==> src/rtl/pin_port_pkg.sv <==
// constants shared by the parallel pin port design
// assumes a 40 MHz single clock domain and avalon-mm register access
package pin_port_pkg;
  localparam int PIN_W = 16;
  localparam int SLOT_W = 12;
  localparam int SLOT_PIN = 15;
  // register offsets are word indices; byte address is four times the index
  localparam logic [7:0] IDX_OUT = 8'h4D;
  localparam logic [7:0] IDX_IN = 8'h4E;
  localparam logic [7:0] IDX_WAY = 8'h4F;
  localparam logic [7:0] IDX_FALL = 8'h50;
  localparam logic [7:0] IDX_RISE = 8'h51;
  localparam logic [7:0] IDX_HOLD = 8'h52;
  localparam logic [7:0] IDX_SETUP = 8'h40;
  localparam logic [7:0] IDX_STATUS = 8'h53;
  localparam logic [7:0] IDX_IMASK = 8'h54;
  localparam logic [1:0] USE_STATIC = 2'h1;
  localparam logic [1:0] USE_SLOT = 2'h2;
  localparam logic [15:0] RST_WORD = 16'h0000;
  localparam int EVT_BIT = 0;
  localparam int USE_LSB = 0;
  localparam logic [31:0] UNMAPPED_DATA = 32'h00000000;
  localparam int SYNC_STAGES = 3;
endpackage

==> src/rtl/edge_cell.sv <==
// per-pin edge detector with masks and sticky hold bit
// assumes level is already synchronised to clk
`timescale 1ns/1ps
`default_nettype none
module edge_cell
(
  // clock and reset
  input wire logic clk,
  input wire logic sys_rst,
  // pin state and setup
  input wire logic level,
  input wire logic is_input,
  input wire logic fall_en,
  input wire logic rise_en,
  input wire logic hold_clr,
  // results
  output logic evt,
  output logic hold
);
  logic prev_r;
  logic prev_nxt;
  logic hold_r;
  logic hold_nxt;
  logic fell;
  logic rose;

  always_comb
  begin
    prev_nxt = level;
    fell = is_input && fall_en && prev_r && !level;
    rose = is_input && rise_en && !prev_r && level;
    hold_nxt = hold_r;
    if (hold_clr)
    begin
      hold_nxt = 1'b0;
    end
    if (fell || rose)
    begin
      hold_nxt = 1'b1;
    end
  end

  always_ff @(posedge clk)
  begin
    if (sys_rst)
    begin
      prev_r <= 1'b0;
      hold_r <= 1'b0;
    end
    else
    begin
      prev_r <= prev_nxt;
      hold_r <= hold_nxt;
    end
  end

  assign evt = fell || rose;
  assign hold = hold_r;
endmodule
`default_nettype wire

==> src/rtl/parallel_pin_port.sv <==
// parallel pin port on the multiplexed pins, with avalon-mm register slave
// assumes pins are outside the clk domain; pad logic resolves level from enables
// Summary of operation
// - in timeslot use the output value drives the low twelve pins while the top pin is high.
// - in static use the output value drives all sixteen pins set as outputs.
// - in timeslot use the low twelve pins are captured into the input value at the top pin's fall.
// - in static use the input value reads the present level of all sixteen pins.
// - each direction bit makes its pin an input at 0 and an output at 1, all 0 after reset.
// - an enabled falling edge on an input pin sets the pin event flag.
// - an enabled rising edge on an input pin sets the pin event flag.
// - the hold register collects every enabled edge on an input pin and keeps it.
// - a read of the hold register returns its bits and then clears it.
// - after a clear a hold bit sets again only on a new enabled edge.
//
// The Avalon-MM slave port was left to the implementer.
`timescale 1ns/1ps
`default_nettype none
module parallel_pin_port
#(
  parameter int PIN_W = pin_port_pkg::PIN_W
)
(
  // clock and reset
  input wire logic clk,
  input wire logic sys_rst,
  // avalon-mm slave
  input wire logic [9:0] avs_address,
  input wire logic avs_read,
  input wire logic avs_write,
  input wire logic [31:0] avs_writedata,
  output logic [31:0] avs_readdata,
  output logic avs_waitrequest,
  // multiplexed pins
  input wire logic [PIN_W-1:0] pin_in,
  output logic [PIN_W-1:0] pin_out,
  output logic [PIN_W-1:0] pin_oe,
  // interrupt
  output logic irq
);
  ////////////////////////////////////////////////////////////////////////////
  logic [PIN_W-1:0] out_val_r, out_val_nxt;
  logic [PIN_W-1:0] way_r, way_nxt;
  logic [PIN_W-1:0] fall_r, fall_nxt;
  logic [PIN_W-1:0] rise_r, rise_nxt;
  logic [PIN_W-1:0] in_val_r, in_val_nxt;
  logic [1:0] use_r, use_nxt;
  logic evt_flag_r, evt_flag_nxt;
  logic evt_mask_r, evt_mask_nxt;
  logic [31:0] rdata_r, rdata_nxt;
  logic ack_r, ack_nxt;
  logic [PIN_W-1:0] pout_r, pout_nxt;
  logic [PIN_W-1:0] poe_r, poe_nxt;
  logic irq_r, irq_nxt;
  logic slot_prev_r, slot_prev_nxt;
  logic [PIN_W-1:0] lvl;
  logic [PIN_W-1:0] evt;
  logic [PIN_W-1:0] hold;
  logic [7:0] idx;
  logic wr_go;
  logic rd_go;
  logic hold_clr;
  logic slot_hi;
  logic slot_fall;
  logic any_evt;

  ////////////////////////////////////////////////////////////////////////////
  genvar g;
  generate
    for (g = 0; g < PIN_W; g++)
    begin : g_pin
      pin_sync u_sync
      (
        .clk(clk),
        .sys_rst(sys_rst),
        .pin_in(pin_in[g]),
        .level(lvl[g])
      );
      edge_cell u_edge
      (
        .clk(clk),
        .sys_rst(sys_rst),
        .level(lvl[g]),
        .is_input(!way_r[g]),
        .fall_en(fall_r[g]),
        .rise_en(rise_r[g]),
        .hold_clr(hold_clr),
        .evt(evt[g]),
        .hold(hold[g])
      );
    end
  endgenerate

  ////////////////////////////////////////////////////////////////////////////
  // one wait cycle per access: request seen, answered on the next edge
  // writes land on the accepting edge; reads sample at the take so no hold event is lost
  assign idx = avs_address[9:2];
  assign wr_go = avs_write && ack_r;
  assign rd_go = avs_read && !ack_r;
  assign hold_clr = rd_go && (idx == pin_port_pkg::IDX_HOLD);
  assign any_evt = |evt;
  assign slot_hi = lvl[pin_port_pkg::SLOT_PIN];
  assign slot_fall = slot_prev_r && !slot_hi;

  always_comb
  begin
    out_val_nxt = out_val_r;
    way_nxt = way_r;
    fall_nxt = fall_r;
    rise_nxt = rise_r;
    use_nxt = use_r;
    evt_mask_nxt = evt_mask_r;
    evt_flag_nxt = evt_flag_r;
    rdata_nxt = rdata_r;
    ack_nxt = (avs_read || avs_write) && !ack_r;
    if (wr_go)
    begin
      case (idx)
        pin_port_pkg::IDX_OUT: out_val_nxt = avs_writedata[PIN_W-1:0];
        pin_port_pkg::IDX_WAY: way_nxt = avs_writedata[PIN_W-1:0];
        pin_port_pkg::IDX_FALL: fall_nxt = avs_writedata[PIN_W-1:0];
        pin_port_pkg::IDX_RISE: rise_nxt = avs_writedata[PIN_W-1:0];
        pin_port_pkg::IDX_SETUP: use_nxt = avs_writedata[pin_port_pkg::USE_LSB +: 2];
        pin_port_pkg::IDX_IMASK: evt_mask_nxt = avs_writedata[pin_port_pkg::EVT_BIT];
        pin_port_pkg::IDX_STATUS:
        begin
          if (avs_writedata[pin_port_pkg::EVT_BIT])
          begin
            evt_flag_nxt = 1'b0;
          end
        end
        default: ;
      endcase
    end
    // set wins over a simultaneous clear
    if (any_evt)
    begin
      evt_flag_nxt = 1'b1;
    end
    if (rd_go)
    begin
      rdata_nxt = pin_port_pkg::UNMAPPED_DATA;
      case (idx)
        pin_port_pkg::IDX_OUT: rdata_nxt[PIN_W-1:0] = out_val_r;
        pin_port_pkg::IDX_IN:
        begin
          if (use_r == pin_port_pkg::USE_STATIC)
          begin
            rdata_nxt[PIN_W-1:0] = lvl;
          end
          else
          begin
            rdata_nxt[PIN_W-1:0] = in_val_r;
          end
        end
        pin_port_pkg::IDX_WAY: rdata_nxt[PIN_W-1:0] = way_r;
        pin_port_pkg::IDX_FALL: rdata_nxt[PIN_W-1:0] = fall_r;
        pin_port_pkg::IDX_RISE: rdata_nxt[PIN_W-1:0] = rise_r;
        pin_port_pkg::IDX_HOLD: rdata_nxt[PIN_W-1:0] = hold;
        pin_port_pkg::IDX_SETUP: rdata_nxt[pin_port_pkg::USE_LSB +: 2] = use_r;
        pin_port_pkg::IDX_STATUS: rdata_nxt[pin_port_pkg::EVT_BIT] = evt_flag_r;
        pin_port_pkg::IDX_IMASK: rdata_nxt[pin_port_pkg::EVT_BIT] = evt_mask_r;
        default: ;
      endcase
    end
  end

  ////////////////////////////////////////////////////////////////////////////
  // pin drive and capture
  always_comb
  begin
    pout_nxt = '0;
    poe_nxt = '0;
    in_val_nxt = in_val_r;
    slot_prev_nxt = slot_hi;
    irq_nxt = evt_flag_nxt && evt_mask_nxt;
    case (use_r)
      pin_port_pkg::USE_STATIC:
      begin
        pout_nxt = out_val_nxt;
        poe_nxt = way_nxt;
      end
      pin_port_pkg::USE_SLOT:
      begin
        // drive follows the synchronised top pin, so it lags the pin by about five cycles
        if (slot_hi)
        begin
          pout_nxt[pin_port_pkg::SLOT_W-1:0] = out_val_nxt[pin_port_pkg::SLOT_W-1:0];
          poe_nxt[pin_port_pkg::SLOT_W-1:0] = way_nxt[pin_port_pkg::SLOT_W-1:0];
        end
        if (slot_fall)
        begin
          in_val_nxt = '0;
          in_val_nxt[pin_port_pkg::SLOT_W-1:0] = lvl[pin_port_pkg::SLOT_W-1:0];
        end
      end
      default: ;
    endcase
  end

  always_ff @(posedge clk)
  begin
    if (sys_rst)
    begin
      out_val_r <= pin_port_pkg::RST_WORD;
      way_r <= pin_port_pkg::RST_WORD;
      fall_r <= pin_port_pkg::RST_WORD;
      rise_r <= pin_port_pkg::RST_WORD;
      in_val_r <= pin_port_pkg::RST_WORD;
      use_r <= 2'h0;
      evt_flag_r <= 1'b0;
      evt_mask_r <= 1'b0;
      rdata_r <= 32'h00000000;
      ack_r <= 1'b0;
      pout_r <= '0;
      poe_r <= '0;
      irq_r <= 1'b0;
      slot_prev_r <= 1'b0;
    end
    else
    begin
      out_val_r <= out_val_nxt;
      way_r <= way_nxt;
      fall_r <= fall_nxt;
      rise_r <= rise_nxt;
      in_val_r <= in_val_nxt;
      use_r <= use_nxt;
      evt_flag_r <= evt_flag_nxt;
      evt_mask_r <= evt_mask_nxt;
      rdata_r <= rdata_nxt;
      ack_r <= ack_nxt;
      pout_r <= pout_nxt;
      poe_r <= poe_nxt;
      irq_r <= irq_nxt;
      slot_prev_r <= slot_prev_nxt;
    end
  end

  assign avs_readdata = rdata_r;
  assign avs_waitrequest = !ack_r;
  assign pin_out = pout_r;
  assign pin_oe = poe_r;
  assign irq = irq_r;

  ////////////////////////////////////////////////////////////////////////////
  property p_static_drive;
    @(posedge clk) disable iff (sys_rst)
    (use_r == pin_port_pkg::USE_STATIC) && $stable(use_r) |-> (pin_out == out_val_r)
      && (pin_oe == way_r);
  endproperty
  a_static_drive: assert property (p_static_drive) else $error("static drive wrong");

  property p_slot_drive;
    @(posedge clk) disable iff (sys_rst)
    (use_r == pin_port_pkg::USE_SLOT) && slot_hi ##1 $stable(use_r) |->
      (pin_oe == {{(PIN_W-pin_port_pkg::SLOT_W){1'b0}}, way_r[pin_port_pkg::SLOT_W-1:0]})
      && (pin_out[pin_port_pkg::SLOT_W-1:0] == out_val_r[pin_port_pkg::SLOT_W-1:0]);
  endproperty
  a_slot_drive: assert property (p_slot_drive) else $error("slot enable wrong");

  property p_slot_quiet;
    @(posedge clk) disable iff (sys_rst)
    (use_r == pin_port_pkg::USE_SLOT) && !slot_hi ##1 $stable(use_r) |-> pin_oe == '0;
  endproperty
  a_slot_quiet: assert property (p_slot_quiet) else $error("slot drive outside window");

  property p_capture;
    @(posedge clk) disable iff (sys_rst)
    (use_r == pin_port_pkg::USE_SLOT) && slot_fall |=>
      in_val_r == {{(PIN_W-pin_port_pkg::SLOT_W){1'b0}}, $past(lvl[pin_port_pkg::SLOT_W-1:0])};
  endproperty
  a_capture: assert property (p_capture) else $error("slot capture wrong");

  property p_flag_set;
    @(posedge clk) disable iff (sys_rst)
    any_evt |=> evt_flag_r;
  endproperty
  a_flag_set: assert property (p_flag_set) else $error("event flag not set");

  property p_hold_clear;
    @(posedge clk) disable iff (sys_rst)
    hold_clr && !any_evt |=> hold == '0;
  endproperty
  a_hold_clear: assert property (p_hold_clear) else $error("hold not cleared");

  property p_hold_sticky;
    @(posedge clk) disable iff (sys_rst)
    !hold_clr |=> (hold & $past(hold)) == $past(hold);
  endproperty
  a_hold_sticky: assert property (p_hold_sticky) else $error("hold bit lost");

  property p_hold_cause;
    @(posedge clk) disable iff (sys_rst)
    (hold & ~$past(hold)) != '0 |-> $past(any_evt);
  endproperty
  a_hold_cause: assert property (p_hold_cause) else $error("hold set without edge");

  property p_input_only;
    @(posedge clk) disable iff (sys_rst)
    (evt & way_r) == '0;
  endproperty
  a_input_only: assert property (p_input_only) else $error("edge on output pin");

  property p_wait;
    @(posedge clk) disable iff (sys_rst)
    (avs_read || avs_write) && avs_waitrequest |=> !avs_waitrequest;
  endproperty
  a_wait: assert property (p_wait) else $error("no bus answer");

  property p_static_read;
    @(posedge clk) disable iff (sys_rst)
    rd_go && (idx == pin_port_pkg::IDX_IN) && (use_r == pin_port_pkg::USE_STATIC) |=>
      avs_readdata == {{($bits(avs_readdata)-PIN_W){1'b0}}, $past(lvl)};
  endproperty
  a_static_read: assert property (p_static_read) else $error("static input read wrong");
endmodule
`default_nettype wire

==> src/rtl/pin_sync.sv <==
// three-stage synchroniser for one pin; output changes when stages two and three agree
// assumes the pin is asynchronous to clk
`timescale 1ns/1ps
`default_nettype none
module pin_sync
(
  // clock and reset
  input wire logic clk,
  input wire logic sys_rst,
  // pin in, filtered level out
  input wire logic pin_in,
  output logic level
);
  logic [pin_port_pkg::SYNC_STAGES-1:0] stage_r;
  logic [pin_port_pkg::SYNC_STAGES-1:0] stage_nxt;
  logic level_r;
  logic level_nxt;

  always_comb
  begin
    stage_nxt = {stage_r[pin_port_pkg::SYNC_STAGES-2:0], pin_in};
    level_nxt = level_r;
    if (stage_r[1] == stage_r[2])
    begin
      level_nxt = stage_r[2];
    end
  end

  always_ff @(posedge clk)
  begin
    if (sys_rst)
    begin
      stage_r <= '0;
      level_r <= 1'b0;
    end
    else
    begin
      stage_r <= stage_nxt;
      level_r <= level_nxt;
    end
  end

  assign level = level_r;
endmodule
`default_nettype wire
==> config.mk <==
export PLATFORM = sky130hd
export DESIGN_NAME = parallel_pin_port
export DESIGN_NICKNAME = d
export VERILOG_FILES = /design/src/rtl/pin_port_pkg.sv /design/src/rtl/edge_cell.sv /design/src/rtl/parallel_pin_port.sv /design/src/rtl/pin_sync.sv
export SDC_FILE = /design/constraint.sdc
export NUM_CORES = 1
export LEC_CHECK = 0
export BUFFER_PORTS_ARGS = -buffer_cell sky130_fd_sc_hd__buf_2
export CORE_MARGIN = 2
export CORE_UTILIZATION = 40
export DETAILED_ROUTE_END_ITERATION = 8
export SETUP_SLACK_MARGIN = 0.02
export SLEW_MARGIN = 40
export SYNTH_ARGS = -nofsm -noshare
export SYNTH_HDL_FRONTEND = slang
export SYNTH_SLANG_ARGS = --single-unit
==> constraint.sdc <==
create_clock -name clk -period 5.5 [get_ports clk]
set_input_delay 0 -clock clk [delete_from_list [all_inputs] [get_ports clk]]
set_output_delay 0 -clock clk [all_outputs]
set_load 0.02 [all_outputs]
==> reports/metrics.yaml, run 1 <==
sta:
  period_share_pct: 45.4
  final-hold-violation-count: 0
  finalClockSkew_ns: 0.0153
  fin_crit_ns: 2.50
  slew_viol_final: 0
  fmax_ghz: 0.400
  max_slew_margin_pct: 41.7
  finalSetupViolations: 0
  setup_tns_ns: 0
  rsz0062_at_grt: "no"
  worst-slew-pin-transition_ns: 0.874
critical_path:
  cp.required_ns: 5.97
  path_common_cell: "dlygate4sd3_1"
  setup.worst_path.end_class: "flip-flop"
  reg2reg_depth: 4
  arrival_ns: 2.96
  cp_slowest_stage_delay_ns: 0.82
  start_kind: "input port"
  timing.rr.start: "ack_r"
  worst-r2r-setup-slack_ns: 3.25
  cp_cell_sequence: "dlygate4sd3_1 -> buf_2 -> nor2_1 -> and2_1 -> buf_4 -> and4_1 -> nand2_1 -> a21oi_1 -> dlygate4sd3_1"
  r2r_end: "rise_r[5]"
  slowest_stage: "and4_1"
  worstSetupPathType: "in2reg"
  worst-path-max-fanout: 19
global_route:
  antenna_found_initial: 0
  grt_pass1_vias: 6252
  grt_max_degree: 80
  grt-ovfl-total: 0
  grtUsageTotal_pct: 19.6
  grt_pass1_wl_um: 34400
synth:
  synth_adder_area_share_pct: 0.294
  ys_top_cells_by_count: "226 x dfxtp_1, 155 x nand2_1, 103 x nor2_1"
  syn_area_per_cell_um2: 9.04
  yosysUniqueCellTypes: 54
  synth-xor-area-share_pct: 0
  ys_seq_elements: 226
  synth_cells: 940
  synthMuxAreaShare_pct: 7.68
  synth_compound_area_share_pct: 12.2
  async_reset_ff_share_pct: 0
  synth-simple-area-share_pct: 22.2
  yosysWarnings: 0
  synthTopCellsByArea: "dfxtp_1 53%, mux2i_1 7.4%, nand2_1 6.8%, a21oi_1 5.1%, nor2b_1 4.9%"
  yosysMostFrequentCell: "dfxtp_1"
  synth_area_um2: 8500
  synth_seq_area_share_pct: 53.2
  ys.flop_type: "dfxtp_1"
  synth_top_area_share_pct: 53.2
  yosysTopAreaCell: "dfxtp_1"
  synth-edff-count: 0
  synth_top_family_by_area: "simple AND/OR/NAND/NOR gates"
detailed_routing:
  drcViolationCount: 0
  final_antenna_net_count: 0
  wl_um: 22000
  vias: 6850
  viasPerCell: 5.12
  drt-pass1-iter-count: 6
  routedWlPerCell_um: 16.4
  drtIter0Drc: 557
floorplanning:
  initial_core_util_pct: 40.6
  die_height_um: 150
  coreArea_um2: 21000
  io_pins: 128
  dieArea_um2: 22400
  die_w_um: 150
  fp-row-count: 53
status:
  status: "complete, no violations"
clock_network:
  h-tree-depth: 1
  cts_setup_buffers: 0
  cts_buffers: 24
  cts.sinks: 226
  cts_buffer_depth: 3
  clock_insertion_delay_worst_skew_ns: 0.52
  hold_buffers: 37
  cts_root_buffer: "clkbuf_16"
  cts_tree: "done"
  cts_resized: 0
  clk_pin_slew_worst_paths_ns: 0.06
min_path:
  holdCritStartpoint: "avs_address[7]"
  min_path_type: "in2reg"
  hold_depth: 5
  hold_path_end: "avs_readdata[1]"
placed_design:
  dpl_cell_area_um2: 9110
  globalplace.congestion: 0.812
  port_buffers: 93
  dpl.hpwl_um: 14100
layout:
  drive_above_1_share_pct: 14.8
  area_growth_pct: 21.9
  n_antenna_cell: 0
  nets: 1112
  final_cell_area_um2: 10400
pwr:
  vdd_drop_max_v: 0.000188
  power.density_nw_per_um2: 347
  leakagePower_nw: 3.81
flow_run:
  maxCapViolCount: 0
power by group:
part | internal [mW] | switching, mW
Clock | 1.11 | 0.650
Sequential | 1.66 | 0.0120
Combinational | 0.0597 | 0.103
worst max-delay path: cells and delay by family:
family / cells / cell delay, ns
buffers and inverters: 4 / 1.54
and+or+nand+nor: 4 / 1.26
AOI/OAI and AO/OA: 1 / 0.15
flip-flops by register name (all words and copies together), names as in the netlist, 2 cells and up:
| register | count |
|---|---|
| pin_out | 16 |
| pin_oe | 16 |
| g_pin.u_edge.hold | 16 |
| way_r | 16 |
| g_pin.u_sync.stage_r | 48 |
| g_pin.u_sync.level | 16 |
| avs_readdata | 16 |
| in_val_r | 12 |
| fall_r | 16 |
| out_val_r | 16 |
| g_pin.u_edge.prev_r | 16 |
| rise_r | 16 |
| use_r | 2 |
area by class of cell:
type                            instances  area (um^2)
Timing Repair Buffer                  141          928
Fill cell                            2021        10600
Clock buffer                           31          688
Multi-Input combinational cell        651         3680
Tap cell                              275          344
Sequential cell                       226         4520
Clock inverter                         11          180
Inverter                                4         15.0
cell families (layout without fill, tap and decap cells):
group | after synthesis | in the layout
adders and majority gates | 2 | 2
muxes | 65 | 65
and+or+nand+nor | 390 | 390
AOI/OAI and AO/OA | 178 | 178
buffers and inverters | 78 | 187
other | 1 | 16
DFF | 226 | 226
routing by layer:
| layer | up-vias | GRT usage (%) | routed length [um] |
|---|---|---|---|
| li1 | 3381 | - | - |
| met1 | 3203 | 27.9 | 10500 |
| met2 | 231 | 30.8 | 9560 |
| met3 | 35 | 2.99 | 1430 |
| met4 | 0 | 5.61 | 499 |
| met5 | - | 0 | 0 |
worst max path at each step:
stage,start,to,slack (ns),cells after the start
6_report,avs_address[5],rise_r[5],3.00,9
3_3_place_gp,avs_address[9],pin_out[1],2.85,7
2_1_floorplan,ack_r,pin_oe[10],3.60,6
3_5_place_dp,avs_address[2],rise_r[10],3.08,6
5_1_grt,avs_address[5],rise_r[5],2.87,9
4_1_cts,avs_address[5],rise_r[5],3.09,9
cell usage in the layout (no fill, tap or decap), types with 10 or more instances in the layout:
master	n
dfxtp_1	226
nand2_1	155
nor2_1	102
buf_2	92
a21oi_1	87
nor2b_1	66
mux2i_1	63
o21ai_0	41
dlygate4sd3_1	37
clkbuf_16	25
nand3b_1	16
conb_1	16
buf_4	10
stage by stage:
stage	hold slack (ns)	total power, mW	instances	worst slack [ns]	util (%)
4_1_cts	0.0449	3.63	1339	3.09	49.4
5_1_grt	0.114	3.71	1339	2.87	49.4
6_report	0.0720	3.60	1339	3.00	49.4
2_1_floorplan	0.128	1.80	955	3.60	-
3_5_place_dp	0.214	1.85	1260	3.08	43.5
3_3_place_gp	0.211	1.85	1259	2.85	43.4
Note: power is estimated with default switching activity, not from simulation.
==> inputs of run 2 (changes only) <==
Settings changed: ABC_AREA from default to 1.
Clock period 5.5 ns to 2.4 ns, I/O delays scaled along.
==> run 2 against run 1 <==
  * Global-route usage is 0.40 points lower
  * Sequential power up 130%
  * Total power grew 120%
  * Critical path depth is 3 lower
  * Register-to-register slack worse by 2.9 ns
  * Die area rose by 4.5%
  * Critical endpoint is now pin_oe[11]
  * Clock power rose by 110%
  * Clock skew decreased by 0.0094 ns
  * Worst hold slack lost 0.046 ns
  * Design area grew 3.8%
  * Largest cell class unchanged
==> reports/metrics.yaml, run 2 <==
status:
  status: "complete, no violations"  # unchanged
layout:
  nets: 1363  # was 1112
  seqCellArea_um2: 4520  # unchanged
  n_antenna_cell: 0  # unchanged
  layout_common_cells: "226 x dfxtp_1, 194 x nor2_1, 169 x inv_1"  # was 226 x dfxtp_1, 155 x nand2_1, 102 x nor2_1
  drive_above_1_share_pct: 16.9  # was 14.8%
  regMostFlops: "g_pin.u_sync.stage_r"  # unchanged
  fin_util_pct: 49.3  # was 49.4%
  multi_input_area_um2: 3360  # was 3680 um^2
  nFillCells: 2182  # was 2021
  largest_reg_flops: 48  # unchanged
  final_common_cell: "dfxtp_1"  # unchanged
  area_growth_pct: 20.9  # was 21.9%
detailed_routing:
  vias: 7496  # was 6850
  drcViolationCount: 0  # unchanged
  viasPerCell: 4.71  # was 5.12
  drt-pass1-iter-count: 5  # was 6
  wl_um: 22800  # was 22000 um
  final_antenna_net_count: 0  # unchanged
  routedWlPerCell_um: 14.3  # was 16.4 um
  drtIter0Drc: 531  # was 557
flow_run:
  maxCapViolCount: 0  # unchanged
min_path:
  hold_path_end: "evt_mask_r"  # was avs_readdata[1]
  hold_depth: 6  # was 5
  holdCritStartpoint: "avs_address[4]"  # was avs_address[7]
  min_path_type: "in2reg"  # unchanged
pwr:
  p_switching_mw: 1.73  # was 765 uW
  leakagePower_nw: 4.49  # was 3.81 nW
  clock_power_share_pct: 46.0  # was 49.0%
  switching_share_pct: 22.0  # was 21.3%
  pwr-share-comb_pct: 5.2  # was 4.5%
  pwr-share-seq_pct: 48.7  # was 46.5%
  internal_power_mw: 6.14  # was 2.83 mW
  power.density_nw_per_um2: 732  # was 347 nW/um^2
  power.total_mw: 7.87  # was 3.60 mW
  vdd_drop_max_v: 0.000443  # was 0.000188 V
sta:
  worst-slew-pin-transition_ns: 0.742  # was 0.874 ns
  final-hold-violation-count: 0  # unchanged
  rsz0062_at_grt: "no"  # unchanged
  holdWs_ns: 0.0257  # was 0.0720 ns
  fmax_ghz: 0.485
  finalClockSkew_ns: 0.00598  # was 0.0153 ns
  max_slew_margin_pct: 50.4  # was 41.7%
  finalSetupViolations: 0  # unchanged
  fin_crit_ns: 2.06
  slew_viol_final: 0  # unchanged
  setup_tns_ns: 0  # unchanged
  period_share_pct: 85.8
clock_network:
  cts_buffer_depth: 3  # unchanged
  clock_insertion_delay_worst_skew_ns: 0.51  # was 0.52 ns
  cts.sinks: 226  # unchanged
  cts_buffers: 24  # unchanged
  cts_root_buffer: "clkbuf_16"  # unchanged
  h-tree-depth: 1  # unchanged
  cts_tree: "done"  # unchanged
  hold_buffers: 37  # unchanged
  cts_setup_buffers: 0  # unchanged
  cts_resized: 0  # unchanged
  clk_pin_slew_worst_paths_ns: 0.06  # about the same
global_route:
  grtUsageTotal_pct: 19.2  # was 19.6%
  grt_pass1_vias: 6975  # was 6252
  grt_pass1_wl_um: 36500  # was 34400 um
  antenna_found_initial: 0  # unchanged
  grt_max_degree: 93  # was 80
  grt-ovfl-total: 0  # unchanged
critical_path:
  r2r_end: "pin_oe[11]"  # was rise_r[5]
  worst-path-max-fanout: 30  # was 19
  worst-r2r-setup-slack_ns: 0.34  # was 3.25 ns
  reg2reg_depth: 6  # was 4
  arrival_ns: 2.44  # was 2.96 ns
  setup.worst_path.end_class: "flip-flop"  # unchanged
  timing.rr.start: "ack_r"  # unchanged
  start_kind: "flip-flop"  # was input port
  cp.required_ns: 2.78  # was 5.97 ns
  worstSetupPathType: "reg2reg"  # was in2reg
synth:
  async_reset_ff_share_pct: 0  # unchanged
  synthTopCellsByArea: "dfxtp_1 51%, nor2_1 8.2%, inv_1 7.2%, a21oi_1 6.6%, o21ai_0 6.1%"  # was dfxtp_1 53%, mux2i_1 7.4%, nand2_1 6.8%, a21oi_1 5.1%, nor2b_1 4.9%
  synth_area_um2: 8890  # was 8500 um^2
  yosysTopAreaCell: "dfxtp_1"  # unchanged
  synth_top_area_share_pct: 50.9  # was 53.2%
  ys_top_cells_by_count: "226 x dfxtp_1, 194 x nor2_1, 170 x inv_1"  # was 226 x dfxtp_1, 155 x nand2_1, 103 x nor2_1
  synth_seq_area_share_pct: 50.9  # was 53.2%
  yosysUniqueCellTypes: 33  # was 54
  yosysWarnings: 0  # unchanged
  ys_seq_elements: 226  # unchanged
  synth-edff-count: 0  # unchanged
  ys.flop_type: "dfxtp_1"  # unchanged
  syn_area_per_cell_um2: 7.59  # was 9.04 um^2
  synth_cells: 1171  # was 940
  yosysMostFrequentCell: "dfxtp_1"  # unchanged
floorplanning:
  io_pins: 128  # unchanged
  fp-row-count: 54  # was 53
  die_w_um: 153  # was 150 um
  die_height_um: 153  # was 150 um
  dieArea_um2: 23400  # was 22400 um^2
  coreArea_um2: 21800  # was 21000 um^2
  initial_core_util_pct: 40.8  # was 40.6%
placed_design:
  port_buffers: 93  # unchanged
  globalplace.congestion: 0.828  # was 0.812
  dpl.hpwl_um: 14900  # was 14100 um
==> run 2: changes by cell type after synthesis, moves of 20 or more <==
cell | before | now
inv_1 | 3 | 170
nor2_1 | 103 | 194
mux2i_1 | 63 | 2
clkbuf_1 | 44 | 24
nor2b_1 | 67 | 0
nand2_1 | 155 | 130
o21ai_0 | 41 | 109
nand3_1 | 9 | 38
a21oi_1 | 87 | 117
==> run 2: area by class of cell <==
type / instances / share of cell area, %
repair buffers: 154 / 9.82
flip-flops and latches: 226 / 42.1
well taps: 280 / 3.26
clock buffers: 32 / 6.34
inverters: 188 / 6.59
clock inverters: 5 / 0.698
multi-input cells: 705 / 31.2
==> run 2: power by group through the flow <==
stage | logic, mW | clock network (mW) | registers [mW]
after floorplan | 0.229 | 0 | 3.93
after global placement | 0.364 | 0 | 3.91
after detailed placement | 0.368 | 0 | 3.91
after CTS | 0.416 | 3.70 | 3.83
after global routing | 0.459 | 3.84 | 3.84
final | 0.413 | 3.62 | 3.83
==> run 2: worst max-delay path, stage by stage (launching register included) <==
cell and delay, ns:
dfxtp_1 0.36, nand2_1 0.14, inv_2 0.18, nand2_4 0.36, o21ai_2 0.23, dlygate4sd3_1 0.61, nor3_2 0.05
==> run 2: layer usage <==
layer,track usage (%),wire length (um),vias to the layer above
met5,0,0,-
met2,31.0,10100,208
met3,3.03,1270,37
met1,27.1,10900,3365
met4,4.10,471,0
li1,-,-,3886
==> run 2: worst max path at each step <==
stage	cells after the start	slack [ns]	start	endpoint
2_1_floorplan	6	0.89	use_r[0]	pin_out[9]
3_3_place_gp	5	0.65	use_r[0]	pin_out[2]
3_5_place_dp	5	0.63	use_r[0]	pin_out[2]
4_1_cts	6	0.38	ack_r	pin_oe[11]
5_1_grt	6	0.26	ack_r	pin_oe[11]
6_report	6	0.34	ack_r	pin_oe[11]
==> run 2: kinds of logic (layout without fill, tap and decap cells) <==
kind of cell | count (synthesis) | after routing | synth area share, %
adder cells (fa/ha/maj) | 2 | 2 | 0.281
other | 1 | 16 | 0.0422
flip-flops | 226 | 226 | 50.9
buffers and inverters | 255 | 379 | 12.0
AND/OR/NAND/NOR | 421 | 421 | 21.0
multiplexers | 2 | 2 | 0.225
AO/OA/AOI/OAI | 264 | 264 | 15.6
==> run 2: stage by stage <==
step,cell area [um^2],worst slack [ns],cells
final,10800,0.340,1590
after global routing,10800,0.262,1590
after CTS,10800,0.380,1590
after detailed placement,9630,0.632,1516
after global placement,9630,0.647,1516
after floorplan,8950,0.892,1186
